--- src/adc_cfg_pkg.sv ---
// Package for the converter configuration block: register offsets, field layout, reset values and types.
// Assumes a byte-wide register port with one-cycle read latency and a 40 MHz system clock.
package adc_cfg_pkg;

  // ==========================================================================
  // Register offsets (byte index on the register port).
  // ==========================================================================
  localparam logic [3:0] OFS_INPUT_REF_CLOCK_SELECT = 4'h0;
  localparam logic [3:0] OFS_TEMP_SENSOR_CONTROL = 4'h1;
  localparam logic [3:0] OFS_REF_AMPLIFIER_CONTROL = 4'h2;
  localparam logic [3:0] OFS_BANDGAP_CONTROL = 4'h3;
  localparam logic [3:0] OFS_CAL_HOT_RESULT_HIGH = 4'h4;
  localparam logic [3:0] OFS_CAL_HOT_RESULT_LOW = 4'h5;
  localparam logic [3:0] OFS_CAL_WARM_RESULT_HIGH = 4'h6;
  localparam logic [3:0] OFS_CAL_WARM_RESULT_LOW = 4'h7;
  localparam logic [3:0] OFS_EXT_CHANNEL_SELECT = 4'h8;

  // ==========================================================================
  // Field positions.
  // ==========================================================================
  localparam int INPUT_SRC_LSB = 5;
  localparam int REF_SEL_LSB = 3;
  localparam int CLK_DIV_LSB = 0;
  localparam int SENSOR_RSVD_LSB = 4;
  localparam int SENSOR_GAIN_LSB = 1;
  localparam int SENSOR_EN_BIT = 0;
  localparam int AMP_EN_BIT = 7;
  localparam int AMP_IN_BIT = 4;
  localparam int AMP_GAIN_LSB = 0;
  localparam int BANDGAP_EN_BIT = 0;
  localparam int CAL_LOW_LSB = 4;

  // ==========================================================================
  // Reset values and fixed codes.
  // ==========================================================================
  localparam logic [7:0] RST_INPUT_REF_CLOCK = 8'h00;
  localparam logic [1:0] RST_SENSOR_GAIN = 2'h2;
  localparam logic [1:0] RST_AMP_GAIN = 2'h0;
  localparam logic [3:0] RST_EXT_CHANNEL = 4'h0;
  localparam logic [11:0] CAL_HOT_DEFAULT = 12'h000;
  localparam logic [11:0] CAL_WARM_DEFAULT = 12'h000;
  localparam logic [3:0] EXT_CHANNEL_COUNT = 4'h8;
  localparam logic [7:0] DIVIDER_RESERVED_CODE = 8'h00;

  // ==========================================================================
  // Types.
  // ==========================================================================
  typedef enum logic [2:0] {
    SRC_EXTERNAL = 3'b000,
    SRC_AMP0 = 3'b001,
    SRC_AMP1 = 3'b010,
    SRC_GND_A = 3'b011,
    SRC_GND_B = 3'b100,
    SRC_SUPPLY_QUARTER = 3'b101,
    SRC_SENSOR = 3'b110,
    SRC_REF_AMP = 3'b111
  } input_src_t;

  typedef enum logic [1:0] {
    REF_EXT_PIN = 2'b00,
    REF_SUPPLY = 2'b01,
    REF_AMP_OUT = 2'b10,
    REF_SENSOR = 2'b11
  } ref_src_t;

  // Register port request.
  typedef struct packed {
    logic [3:0] addr;
    logic [7:0] wdata;
    logic wr;
    logic rd;
  } reg_req_t;

  // At most one-hot routing switches toward the analog front end.
  typedef struct packed {
    logic [7:0] ext_channel_on;
    logic amp0_on;
    logic amp1_on;
    logic ground_on;
    logic supply_quarter_on;
    logic sensor_out_on;
    logic ref_amp_out_on;
  } input_route_t;

  typedef struct packed {
    logic ext_pin_on;
    logic supply_on;
    logic amp_out_on;
    logic sensor_ref_on;
  } ref_route_t;

endpackage

--- src/adc_source_ref_clock_config.sv ---
// Converter configuration registers with input, reference and clock routing outputs.
// Assumes a byte-wide register port on the system clock, reads answering one cycle later.
//
// What this block does
// - Source code routes converter input as listed.
// - Internal source disconnects the external channel.
// - Reference code picks one of four references.
// - Internal reference disconnects external reference pin.
// - Divider code n from 1 to 7 gives system clock over 2^n; code 0 holds it low.
// - Sensor gain resets to 10, stored as written.
// - Amplifier input bit: pin or bandgap, exclusive.
// - Amplifier gain code picks four gains, resets 00.
// - Bandgap enable drives bandgap; off holds output low.
// - Hot calibration pair, left-justified, read only.
// - Warm calibration pair, same layout, read only.
// - Unimplemented bits read as zero.
// - External channel code 0 to 7, higher floats.
`timescale 1ns/1ps
module adc_source_ref_clock_config #(
  parameter logic [11:0] CAL_HOT = adc_cfg_pkg::CAL_HOT_DEFAULT, // Factory result at the hot point.
  parameter logic [11:0] CAL_WARM = adc_cfg_pkg::CAL_WARM_DEFAULT // Factory result at the warm point.
) (
  input wire logic ref_clk_i, // System clock, 40 MHz.
  input wire logic arst_n_i, // Asynchronous reset, active low.
  input wire adc_cfg_pkg::reg_req_t req_i, // Register address, data and strobes.
  output logic [7:0] rdata_o, // Read data, valid the cycle after a read strobe.
  output adc_cfg_pkg::input_route_t input_route_o, // Converter input switches.
  output adc_cfg_pkg::ref_route_t ref_route_o, // Converter reference switches.
  output logic conv_clk_o, // Converter clock.
  output logic conv_clk_valid_o, // Divider code is not reserved.
  output logic sensor_enable_o, // Temperature sensor power.
  output logic [1:0] sensor_gain_sel_o, // Temperature sensor gain code.
  output logic ref_amp_enable_o, // Reference amplifier power.
  output logic ref_amp_input_pin_o, // Amplifier input switch to the external pin.
  output logic ref_amp_bandgap_o, // Amplifier input switch to the bandgap.
  output logic [1:0] ref_amp_gain_sel_o, // Reference amplifier gain code.
  output logic bandgap_enable_o, // Bandgap on; low clamps its output low.
  output logic bandgap_clamp_o // Holds the bandgap output low while disabled.
);

  // ==========================================================================
  // Stored control fields.
  // ==========================================================================
  logic [2:0] input_source_sel;
  logic [1:0] reference_sel;
  logic [2:0] conv_clock_div_sel;
  logic [1:0] sensor_rsvd;
  logic [1:0] sensor_gain_sel;
  logic sensor_enable;
  logic ref_amp_enable;
  logic ref_amp_input_sel;
  logic [1:0] ref_amp_gain_sel;
  logic bandgap_enable;
  logic [3:0] ext_channel_sel;

  // ==========================================================================
  // Address decode.
  // ==========================================================================
  logic wr_sel;
  logic wr_sensor;
  logic wr_amp;
  logic wr_bandgap;
  logic wr_chan;

  assign wr_sel = req_i.wr && (req_i.addr == adc_cfg_pkg::OFS_INPUT_REF_CLOCK_SELECT);
  assign wr_sensor = req_i.wr && (req_i.addr == adc_cfg_pkg::OFS_TEMP_SENSOR_CONTROL);
  assign wr_amp = req_i.wr && (req_i.addr == adc_cfg_pkg::OFS_REF_AMPLIFIER_CONTROL);
  assign wr_bandgap = req_i.wr && (req_i.addr == adc_cfg_pkg::OFS_BANDGAP_CONTROL);
  assign wr_chan = req_i.wr && (req_i.addr == adc_cfg_pkg::OFS_EXT_CHANNEL_SELECT);
  // Calibration offsets have no write decode at all, so their values cannot change.

  // ==========================================================================
  // Read mux: assembled views of every register.
  // ==========================================================================
  logic [7:0] view_sel;
  logic [7:0] view_sensor;
  logic [7:0] view_amp;
  logic [7:0] view_bandgap;
  logic [7:0] view_chan;
  logic [7:0] next_rdata;

  assign view_sel = {input_source_sel, reference_sel, conv_clock_div_sel};
  assign view_sensor = {2'b00, sensor_rsvd, 1'b0, sensor_gain_sel, sensor_enable};
  assign view_amp = {ref_amp_enable, 2'b00, ref_amp_input_sel, 2'b00, ref_amp_gain_sel};
  assign view_bandgap = {7'h00, bandgap_enable};
  assign view_chan = {4'h0, ext_channel_sel};

  // Unmapped addresses read zero; the read data register holds zero between reads.
  always_comb begin
    next_rdata = 8'h00;
    if (req_i.rd) begin
      unique case (req_i.addr)
        adc_cfg_pkg::OFS_INPUT_REF_CLOCK_SELECT: next_rdata = view_sel;
        adc_cfg_pkg::OFS_TEMP_SENSOR_CONTROL: next_rdata = view_sensor;
        adc_cfg_pkg::OFS_REF_AMPLIFIER_CONTROL: next_rdata = view_amp;
        adc_cfg_pkg::OFS_BANDGAP_CONTROL: next_rdata = view_bandgap;
        adc_cfg_pkg::OFS_CAL_HOT_RESULT_HIGH: next_rdata = CAL_HOT[11:4];
        adc_cfg_pkg::OFS_CAL_HOT_RESULT_LOW: next_rdata = {CAL_HOT[3:0], 4'h0};
        adc_cfg_pkg::OFS_CAL_WARM_RESULT_HIGH: next_rdata = CAL_WARM[11:4];
        adc_cfg_pkg::OFS_CAL_WARM_RESULT_LOW: next_rdata = {CAL_WARM[3:0], 4'h0};
        adc_cfg_pkg::OFS_EXT_CHANNEL_SELECT: next_rdata = view_chan;
        default: next_rdata = 8'h00;
      endcase
    end
  end

  // ==========================================================================
  // Register writes.
  // ==========================================================================
  // Source, reference and divider share one byte.
  always_ff @(posedge ref_clk_i or negedge arst_n_i) begin
    if (!arst_n_i) begin
      input_source_sel <= adc_cfg_pkg::RST_INPUT_REF_CLOCK[7:5];
      reference_sel <= adc_cfg_pkg::RST_INPUT_REF_CLOCK[4:3];
      conv_clock_div_sel <= adc_cfg_pkg::RST_INPUT_REF_CLOCK[2:0];
    end else if (wr_sel) begin
      input_source_sel <= req_i.wdata[adc_cfg_pkg::INPUT_SRC_LSB +: 3];
      reference_sel <= req_i.wdata[adc_cfg_pkg::REF_SEL_LSB +: 2];
      conv_clock_div_sel <= req_i.wdata[adc_cfg_pkg::CLK_DIV_LSB +: 3];
    end
  end

  // The gain field is stored as written; the analog side accepts only the reset code, so software
  // is expected to leave it alone rather than hardware forcing it.
  always_ff @(posedge ref_clk_i or negedge arst_n_i) begin
    if (!arst_n_i) begin
      sensor_rsvd <= 2'b00;
      sensor_gain_sel <= adc_cfg_pkg::RST_SENSOR_GAIN;
      sensor_enable <= 1'b0;
    end else if (wr_sensor) begin
      sensor_rsvd <= req_i.wdata[adc_cfg_pkg::SENSOR_RSVD_LSB +: 2];
      sensor_gain_sel <= req_i.wdata[adc_cfg_pkg::SENSOR_GAIN_LSB +: 2];
      sensor_enable <= req_i.wdata[adc_cfg_pkg::SENSOR_EN_BIT];
    end
  end

  // Reference amplifier control.
  always_ff @(posedge ref_clk_i or negedge arst_n_i) begin
    if (!arst_n_i) begin
      ref_amp_enable <= 1'b0;
      ref_amp_input_sel <= 1'b0;
      ref_amp_gain_sel <= adc_cfg_pkg::RST_AMP_GAIN;
    end else if (wr_amp) begin
      ref_amp_enable <= req_i.wdata[adc_cfg_pkg::AMP_EN_BIT];
      ref_amp_input_sel <= req_i.wdata[adc_cfg_pkg::AMP_IN_BIT];
      ref_amp_gain_sel <= req_i.wdata[adc_cfg_pkg::AMP_GAIN_LSB +: 2];
    end
  end

  // Bandgap and external channel selection.
  always_ff @(posedge ref_clk_i or negedge arst_n_i) begin
    if (!arst_n_i) begin
      bandgap_enable <= 1'b0;
      ext_channel_sel <= adc_cfg_pkg::RST_EXT_CHANNEL;
    end else begin
      if (wr_bandgap) begin
        bandgap_enable <= req_i.wdata[adc_cfg_pkg::BANDGAP_EN_BIT];
      end
      if (wr_chan) begin
        ext_channel_sel <= req_i.wdata[3:0];
      end
    end
  end

  // ==========================================================================
  // Routing decode.
  // ==========================================================================
  adc_cfg_pkg::input_src_t src;
  adc_cfg_pkg::ref_src_t rsrc;
  logic ext_path;
  logic chan_in_range;
  logic [7:0] chan_onehot;
  adc_cfg_pkg::input_route_t next_input_route;
  adc_cfg_pkg::ref_route_t next_ref_route;

  assign src = adc_cfg_pkg::input_src_t'(input_source_sel);
  assign rsrc = adc_cfg_pkg::ref_src_t'(reference_sel);
  // Only the external code opens the pin path, so pin and internal signal never short together.
  assign ext_path = (src == adc_cfg_pkg::SRC_EXTERNAL);
  assign chan_in_range = (ext_channel_sel < adc_cfg_pkg::EXT_CHANNEL_COUNT);
  assign chan_onehot = (ext_path && chan_in_range) ? (8'h01 << ext_channel_sel[2:0]) : 8'h00;

  // Each code closes one switch, none for the external code with channel 8 or above; both ground codes share one switch.
  always_comb begin
    next_input_route = '0;
    next_input_route.ext_channel_on = chan_onehot;
    unique case (src)
      adc_cfg_pkg::SRC_EXTERNAL: next_input_route.ext_channel_on = chan_onehot;
      adc_cfg_pkg::SRC_AMP0: next_input_route.amp0_on = 1'b1;
      adc_cfg_pkg::SRC_AMP1: next_input_route.amp1_on = 1'b1;
      adc_cfg_pkg::SRC_GND_A, adc_cfg_pkg::SRC_GND_B: next_input_route.ground_on = 1'b1;
      adc_cfg_pkg::SRC_SUPPLY_QUARTER: next_input_route.supply_quarter_on = 1'b1;
      adc_cfg_pkg::SRC_SENSOR: next_input_route.sensor_out_on = 1'b1;
      adc_cfg_pkg::SRC_REF_AMP: next_input_route.ref_amp_out_on = 1'b1;
    endcase
  end

  // The external reference pin is closed only for code 00.
  always_comb begin
    next_ref_route = '0;
    unique case (rsrc)
      adc_cfg_pkg::REF_EXT_PIN: next_ref_route.ext_pin_on = 1'b1;
      adc_cfg_pkg::REF_SUPPLY: next_ref_route.supply_on = 1'b1;
      adc_cfg_pkg::REF_AMP_OUT: next_ref_route.amp_out_on = 1'b1;
      adc_cfg_pkg::REF_SENSOR: next_ref_route.sensor_ref_on = 1'b1;
    endcase
  end

  // ==========================================================================
  // Output registers: routing lags the register write by one cycle.
  // ==========================================================================
  always_ff @(posedge ref_clk_i or negedge arst_n_i) begin
    if (!arst_n_i) begin
      rdata_o <= 8'h00;
      input_route_o <= '0;
      ref_route_o <= '0;
      sensor_enable_o <= 1'b0;
      sensor_gain_sel_o <= adc_cfg_pkg::RST_SENSOR_GAIN;
      ref_amp_enable_o <= 1'b0;
      ref_amp_input_pin_o <= 1'b0;
      ref_amp_bandgap_o <= 1'b0;
      ref_amp_gain_sel_o <= adc_cfg_pkg::RST_AMP_GAIN;
      bandgap_enable_o <= 1'b0;
      bandgap_clamp_o <= 1'b1;
    end else begin
      rdata_o <= next_rdata;
      input_route_o <= next_input_route;
      ref_route_o <= next_ref_route;
      sensor_enable_o <= sensor_enable;
      sensor_gain_sel_o <= sensor_gain_sel;
      ref_amp_enable_o <= ref_amp_enable;
      ref_amp_input_pin_o <= !ref_amp_input_sel;
      ref_amp_bandgap_o <= ref_amp_input_sel;
      ref_amp_gain_sel_o <= ref_amp_gain_sel;
      bandgap_enable_o <= bandgap_enable;
      bandgap_clamp_o <= !bandgap_enable;
    end
  end

  // ==========================================================================
  // Converter clock.
  // ==========================================================================
  conv_clock_divider clock_div (
    .ref_clk_i(ref_clk_i),
    .arst_n_i(arst_n_i),
    .div_sel_i(conv_clock_div_sel),
    .conv_clk_o(conv_clk_o),
    .div_valid_o(conv_clk_valid_o)
  );

endmodule

--- src/conv_clock_divider.sv ---
// Converter clock divider: a free-running counter whose tapped bit forms the converter clock.
// Assumes the selection code comes from a register in the same clock domain.
`timescale 1ns/1ps
module conv_clock_divider (
  input wire logic ref_clk_i, // System clock.
  input wire logic arst_n_i, // Asynchronous reset, active low.
  input wire logic [2:0] div_sel_i, // Divider code, 1 gives /2 up to 7 giving /128.
  output logic conv_clk_o, // Converter clock, registered.
  output logic div_valid_o // High when the code is not the reserved one.
);

  // ==========================================================================
  // Counter and tap selection.
  // ==========================================================================
  logic [6:0] count;
  logic [6:0] next_count;
  logic tap;
  logic code_ok;

  // Bit n-1 of the counter toggles at sys/2^n, so code n taps bit n-1.
  assign next_count = count + 7'h01;
  assign code_ok = (div_sel_i != 3'h0);
  assign tap = code_ok ? count[div_sel_i - 3'h1] : 1'b0;

  // Output is registered so the converter clock carries no decode glitches.
  always_ff @(posedge ref_clk_i or negedge arst_n_i) begin
    if (!arst_n_i) begin
      count <= 7'h00;
      conv_clk_o <= 1'b0;
      div_valid_o <= 1'b0;
    end else begin
      count <= next_count;
      conv_clk_o <= tap;
      div_valid_o <= code_ok;
    end
  end

endmodule

--- config.mk ---
export PLATFORM = sky130hd
export DESIGN_NAME = adc_source_ref_clock_config
export DESIGN_NICKNAME = d
export VERILOG_FILES = /design/src/adc_cfg_pkg.sv /design/src/adc_source_ref_clock_config.sv /design/src/conv_clock_divider.sv
export SDC_FILE = /design/constraint.sdc
export NUM_CORES = 1
export LEC_CHECK = 0
export ABC_AREA = 0
export BUFFER_PORTS_ARGS = -buffer_cell sky130_fd_sc_hd__clkbuf_2
export CAP_MARGIN = 20
export CELL_PAD_IN_SITES_DETAIL_PLACEMENT = 1
export CELL_PAD_IN_SITES_GLOBAL_PLACEMENT = 2
export CORE_MARGIN = 2
export CORE_UTILIZATION = 36
export DETAILED_ROUTE_END_ITERATION = 10
export PLACE_DENSITY = 0.75
export SYNTH_ARGS = -nofsm -noshare
export SYNTH_HDL_FRONTEND = slang
export SYNTH_SLANG_ARGS = --single-unit
export TNS_END_PERCENT = 20
--- constraint.sdc ---
create_clock -name ref_clk_i -period 2.3 [get_ports ref_clk_i]
set_input_delay 0.115 -clock ref_clk_i [delete_from_list [all_inputs] [get_ports ref_clk_i]]
set_output_delay 0.115 -clock ref_clk_i [all_outputs]
set_load 0.01 [all_outputs]
Yosys cells after proc, flatten, opt, wreduce, memory -nomap -nowiden:

Index checks and enable logic that the tools add are counted.

* output and inout bits: 38
* input bits: 16
* word-level logic and storage cells: 82
* register bits: 67

* multiplexer cells: 16
* eq/ne operators: 14
* add/sub/neg operators: 2
* shift-type cells: 1
* magnitude comparators: 2
* reductions and logical operators: 13

Operator list (number)
* $pmux W8 S5: 1
* $mux W8: 2
* $eq A3 B3 Y1 const B: 4
* $mux W1: 12
* $eq A4 B2 Y1 const B: 2
* $shl A1 B3 Y8 const A: 1
* $add A7 B1 Y7 const B: 1
* $eq A3 B2 Y1 const B: 2
* $logic_and A1 B1 Y1: 6
* $eq A2 B2 Y1 const B: 2
* $eq A4 B1 Y1 const B: 1
* $eq A4 B4 Y1 const B: 1
* $logic_not A4 Y1: 1
* $lt A3 B4 Y1 const B: 1
* $lt A4 B4 Y1 const B: 1
* $bmux W1 S3: 1
* $eq A3 B1 Y1 const B: 1
* $logic_not A3 Y1: 1
* $reduce_bool A3 Y1: 1
* $sub A3 B1 Y3 const B: 1
* $eq A2 B1 Y1 const B: 1
* $logic_not A1 Y1: 2
* $logic_not A2 Y1: 1
* $reduce_or A2 Y1: 1

Longest topological paths before layout:

* word-level depth: 4
* depth in mapped cells: 5
* depth with buffers taken out: 5

Modules after synthesis:

Synthesis repeated with hierarchy kept, for this count alone.

* cell total of the unflattened synthesis: 191
* area total of the unflattened synthesis: 2647.5 sq um

Modules (own cells, without submodules)
* adc_source_ref_clock_config: area each 2229.6 sq um, seq. area each 1455.1 sq um, times used 1, cells each 158
* conv_clock_divider: area each 417.9 sq um, seq. area each 225.2 sq um, times used 1, cells each 33

Worst setup path after synthesis:

No wires, ideal clock.

* path type: reg-to-reg
* start point: register conv_clock_div_sel[0]
* end point: register clock_div.conv_clk_o
* setup time: 0.123 ns
* data arrival time: 1.533 ns
* cell stages (with the launch flop): 5
* required time: 2.177 ns
* period minus slack after synthesis: 1.655 ns
* slack: 0.645 ns
* buffers on the path: 0
* cells stage by stage: dfrtp_1 -> inv_1 -> ha_1 -> mux4_2 -> o221a_2

* word-level cells in the longest chain between the ends: 4
* elaborated cells between the ends (all ways): 5
* classes of those cells: add/sub (1); mux (3); reduce/logical (1)

Ends and longest elaborated chain
* start, declared: RTL line adc_source_ref_clock_config.sv:46 `logic [2:0] conv_clock_div_sel;`
* start signal, assigned: RTL line adc_source_ref_clock_config.sv:115 `conv_clock_div_sel <= adc_cfg_pkg::RST_INPUT_REF_CLOCK[2:0];`
* start signal, assigned: RTL line adc_source_ref_clock_config.sv:119 `conv_clock_div_sel <= req_i.wdata[adc_cfg_pkg::CLK_DIV_LSB +: 3];`
* $sub A3 B1 Y3: RTL line conv_clock_divider.sv:23 `assign tap = code_ok ? count[div_sel_i - 3'h1] : 1'b0;`
* $bmux W1 S3: RTL line conv_clock_divider.sv:23
* $mux W1 (implied by the code): RTL line conv_clock_divider.sv:23
* $mux W1 *: RTL line conv_clock_divider.sv:23
* net clock_div.tap: RTL line conv_clock_divider.sv:17 `logic tap;`
* end signal, assigned: RTL line conv_clock_divider.sv:33 `conv_clk_o <= tap;`
* end, declared: RTL line conv_clock_divider.sv:8 `output logic conv_clk_o,`

The timed path passes the listed nets; every way through them passes the cells marked *. The select of a mux whose other input is x is not followed.
A chain may end at the register's enable or synchronous reset.

Final worst setup path:

Same ends and word-level chain as after synthesis.

==> metrics.md <==
| Metric | Value |
|---|---|
| Worst-path clk slew | 70 ps |
| Rows | 30 |
| VDD IR max | 388 uV |
| Top cell type's share of synthesized area | 0.617 |
| Non-Filler Instances | 347 |
| WL final | 5220 microns |
| Status | finished clean |
| CTS sink cnt | 67 |
| Drt wl/cell | 15.0 microns |
| FILL cells | 772 |
| Final #Nets | 266 |
| Yosys warning count | 0 |
| Area contributors post-synth | dfrtp_1 (62%), mux2_2 (11%), dfstp_2 (3.0%) |
| Die height | 88.9 microns |
| Synth Area in Adders | 0.0145 |
| Max Cap Viol | 0 |
| Critical Path Fanout Max | 6 |
| PD cells | 895 nW/um^2 |
| Post-synthesis xor/xnor area fraction | 0.0202 |
| TNS Setup | 0 ps |
| Mapped Area | 2600 sq um |
| Die area | 7910 sq um |
| Syn_area_per_cell | 13.8 sq um |
| Fin. Hold Viols | 0 |
| Final Cycle Share | 0.763 |
| Syn Inst Count | 188 |
| Final Skew | 6.62 ps |
| CTS root buffer | clkbuf_8 |
| 1st-iter DRT viols | 63 |
| Vias per cell | 4.64 |
| Mux cell area share after synthesis | 0.140 |
| Total global routing overflow | 0 |
| Diodes inserted | 0 |
| Final slew viol count | 0 |
| Drt pass-1 iters | 4 |
| DRC violations left | 0 |
| Ratio of cells with drive above 1 in the final layout | 0.406 |
| Die width | 88.9 microns |
| Via count | 1609 |
| Most common cell after layout, fill and taps aside | dfrtp_1 |
| Min-Delay Path Class | in -> reg |
| Global-route wire length before repair | 8790 microns |
| Vias in the first global route | 1724 |
| CP Cell Sequence | inv_1 -> ha_1 -> mux4_2 -> o221a_2 |
| Synth cell types | 38 |
| Crit-path slowest cell | mux4_2 |
| Largest net degree at the start of global routing | 43 |
| CP max stage delay | 500 ps |
| Required @ worst endpoint | 2520 ps |
| H-tree Lvls | 3 |
| Gr usage total | 0.151 |
| Worst setup SP type | flop |
| Initial antenna violation count | 0 |
| Initial Util | 0.376 |
| Num ports | 54 |
| CTS tree | yes |
| Synth area leader | dfrtp_1 |
| IO Port Bufs | 53 |
| Simple logic cell fraction of the synthesized area | 0.126 |
| Clock Tree Buf Depth | 2 |
| Largest family of logic cells by synthesized area | multiplexers |
| RSZ-0062 raised after global routing | false |
| GP Congestion | 0.763 |
| Synth Register Bits | 67 |
| Tightest Pin Transition | 568 ps |
| Achievable clock frequency | 570 MHz |
| Sequential element share of the synthesized area | 0.647 |
| Leak Pwr | 0.00152 uW |
| Critical Path AT | 1970 ps |
| Commonest cells after routing, fill and taps aside | dfrtp_1 (64), clkbuf_2 (52), mux2_2 (25) |
| Antenna Nets Post-Route | 0 |
| Final setup violation count | 0 |
| CORE AREA | 6910 sq um |
| Area fraction in compound gates after synthesis | 0.0275 |
| Area Growth Syn to Fin | 20.3% |
| Post-CTS Setup Bufs | 0 |
| Cts bufs inserted | 9 |
| Worst Path Buf+Inv | 1 |
| Setup crit end kind | flop |
| Post-detail-place hpwl | 3720 microns |
| Hold WS | 17.3 ps |
| Placed insts | 331 |
| Setup CP Type | reg -> reg |
| CP delay by family, top | multiplexers |
| Slew margin rel. | 0.621 |
| Syn Nets | 207 |
| Clk_lat worst skew | 330 ps |
| Final min period | 1750 ps |
-- cell families after synthesis --
family | Yosys count
AO/OA/AOI/OAI | 10
multiplexers | 32
adder cells (fa/ha/maj) | 3
XOR/XNOR | 6
AND/OR/NAND/NOR | 58
buffers and inverters | 12
flip-flops | 67
-- per-stage QoR --
step	setup slack, ps	util	area, sq um	total power, uW
final	546	0.453	3130	2800
after global routing	446	0.453	3130	2980
after CTS	530	0.453	3130	2840
after detailed placement	535	0.428	2960	2030
after global placement	597	0.428	2960	2010
after floorplan	645	-	2600	1810
-- synth_stat cells --
master     count
mux4_2         1
clkbuf_1       3
nor3b_1        3
nand3b_1       4
a21oi_1        2
buf_6          1
a211o_1        1
mux2i_1        6
and2_1         1
nor2b_1        4
inv_1          5
and3_1         3
or4_2          1
o21ai_0        2
o221a_2        1
and3b_1        1
ha_1           3
a2bb2oi_1      1
nor4_1         1
clkbuf_8       1
and3_2         1
nand2_1        9
nor4b_1        1
a22oi_1        1
buf_2          2
nand3_1        4
nand2_2        1
dfstp_2        3
nor2_1        13
nor3_1         5
xnor2_1        3
xor2_1         3
o22ai_1        1
nand2b_1       5
nor3b_4        1
a32oi_1        1
mux2_2        25
dfrtp_1       64
-- path summary, 6_finish.rpt --
kind,startpoint,to,slack [ps],cells past startpoint
max reg2reg,conv_clock_div_sel[0]$_DFFE_PN0P_,clock_div.conv_clk_o$_DFF_PN0_,550,4
max,conv_clock_div_sel[0]$_DFFE_PN0P_,clock_div.conv_clk_o$_DFF_PN0_,550,4
min in group asynchronous,arst_n_i,ext_channel_sel[2]$_DFFE_PN0P_,310,2
min reg2reg,sensor_gain_sel[1]$_DFFE_PN1P_,sensor_gain_sel_o[1]$_DFF_PN1_,380,0
max in group asynchronous,arst_n_i,rdata_o[6]$_DFF_PN0_,1360,3
min,req_i[8],input_source_sel[1]$_DFFE_PN0P_,20,2
-- power breakdown --
part           switching (uW)  total (uW)  internal (uW)
Clock                     424         805            381
Sequential                139        1510           1370
Combinational             231         480            249
-- sequential cells by signal, summed over array words and instances, names as in the netlist, 3 cells and up --
register / cells
input_route_o: 14
rdata_o: 8
clock_div.count: 7
ext_channel_sel: 4
ref_route_o: 4
conv_clock_div_sel: 3
input_source_sel: 3
-- cell type report --
type	instances	area, sq um	share of cell area
timing repair buffer	55	295	0.0945
tap	96	120	0.0384
sequential	67	1680	0.538
clock inverter	5	31.3	0.0100
inverter	5	18.8	0.00600
multi-input combinational	109	852	0.273
clock buffer	10	128	0.0408
-- routing by layer --
layer  global-route usage  vias to the layer above  wire, microns
met5                    0                        -              0
met3               0.0397                        9            281
met4               0.0733                        0             88
met1                0.204                      791           2490
met2                0.229                       43           2360
li1                     -                      766              -
-- what timing repair did --
item / 4_1_cts / 5_1_grt
resized for setup: 0 / 0
endpoints found under the hold margin: 22 / 0
hold buffers: 1 / 0
No activity file was read; power rests on OpenSTA's default activity.
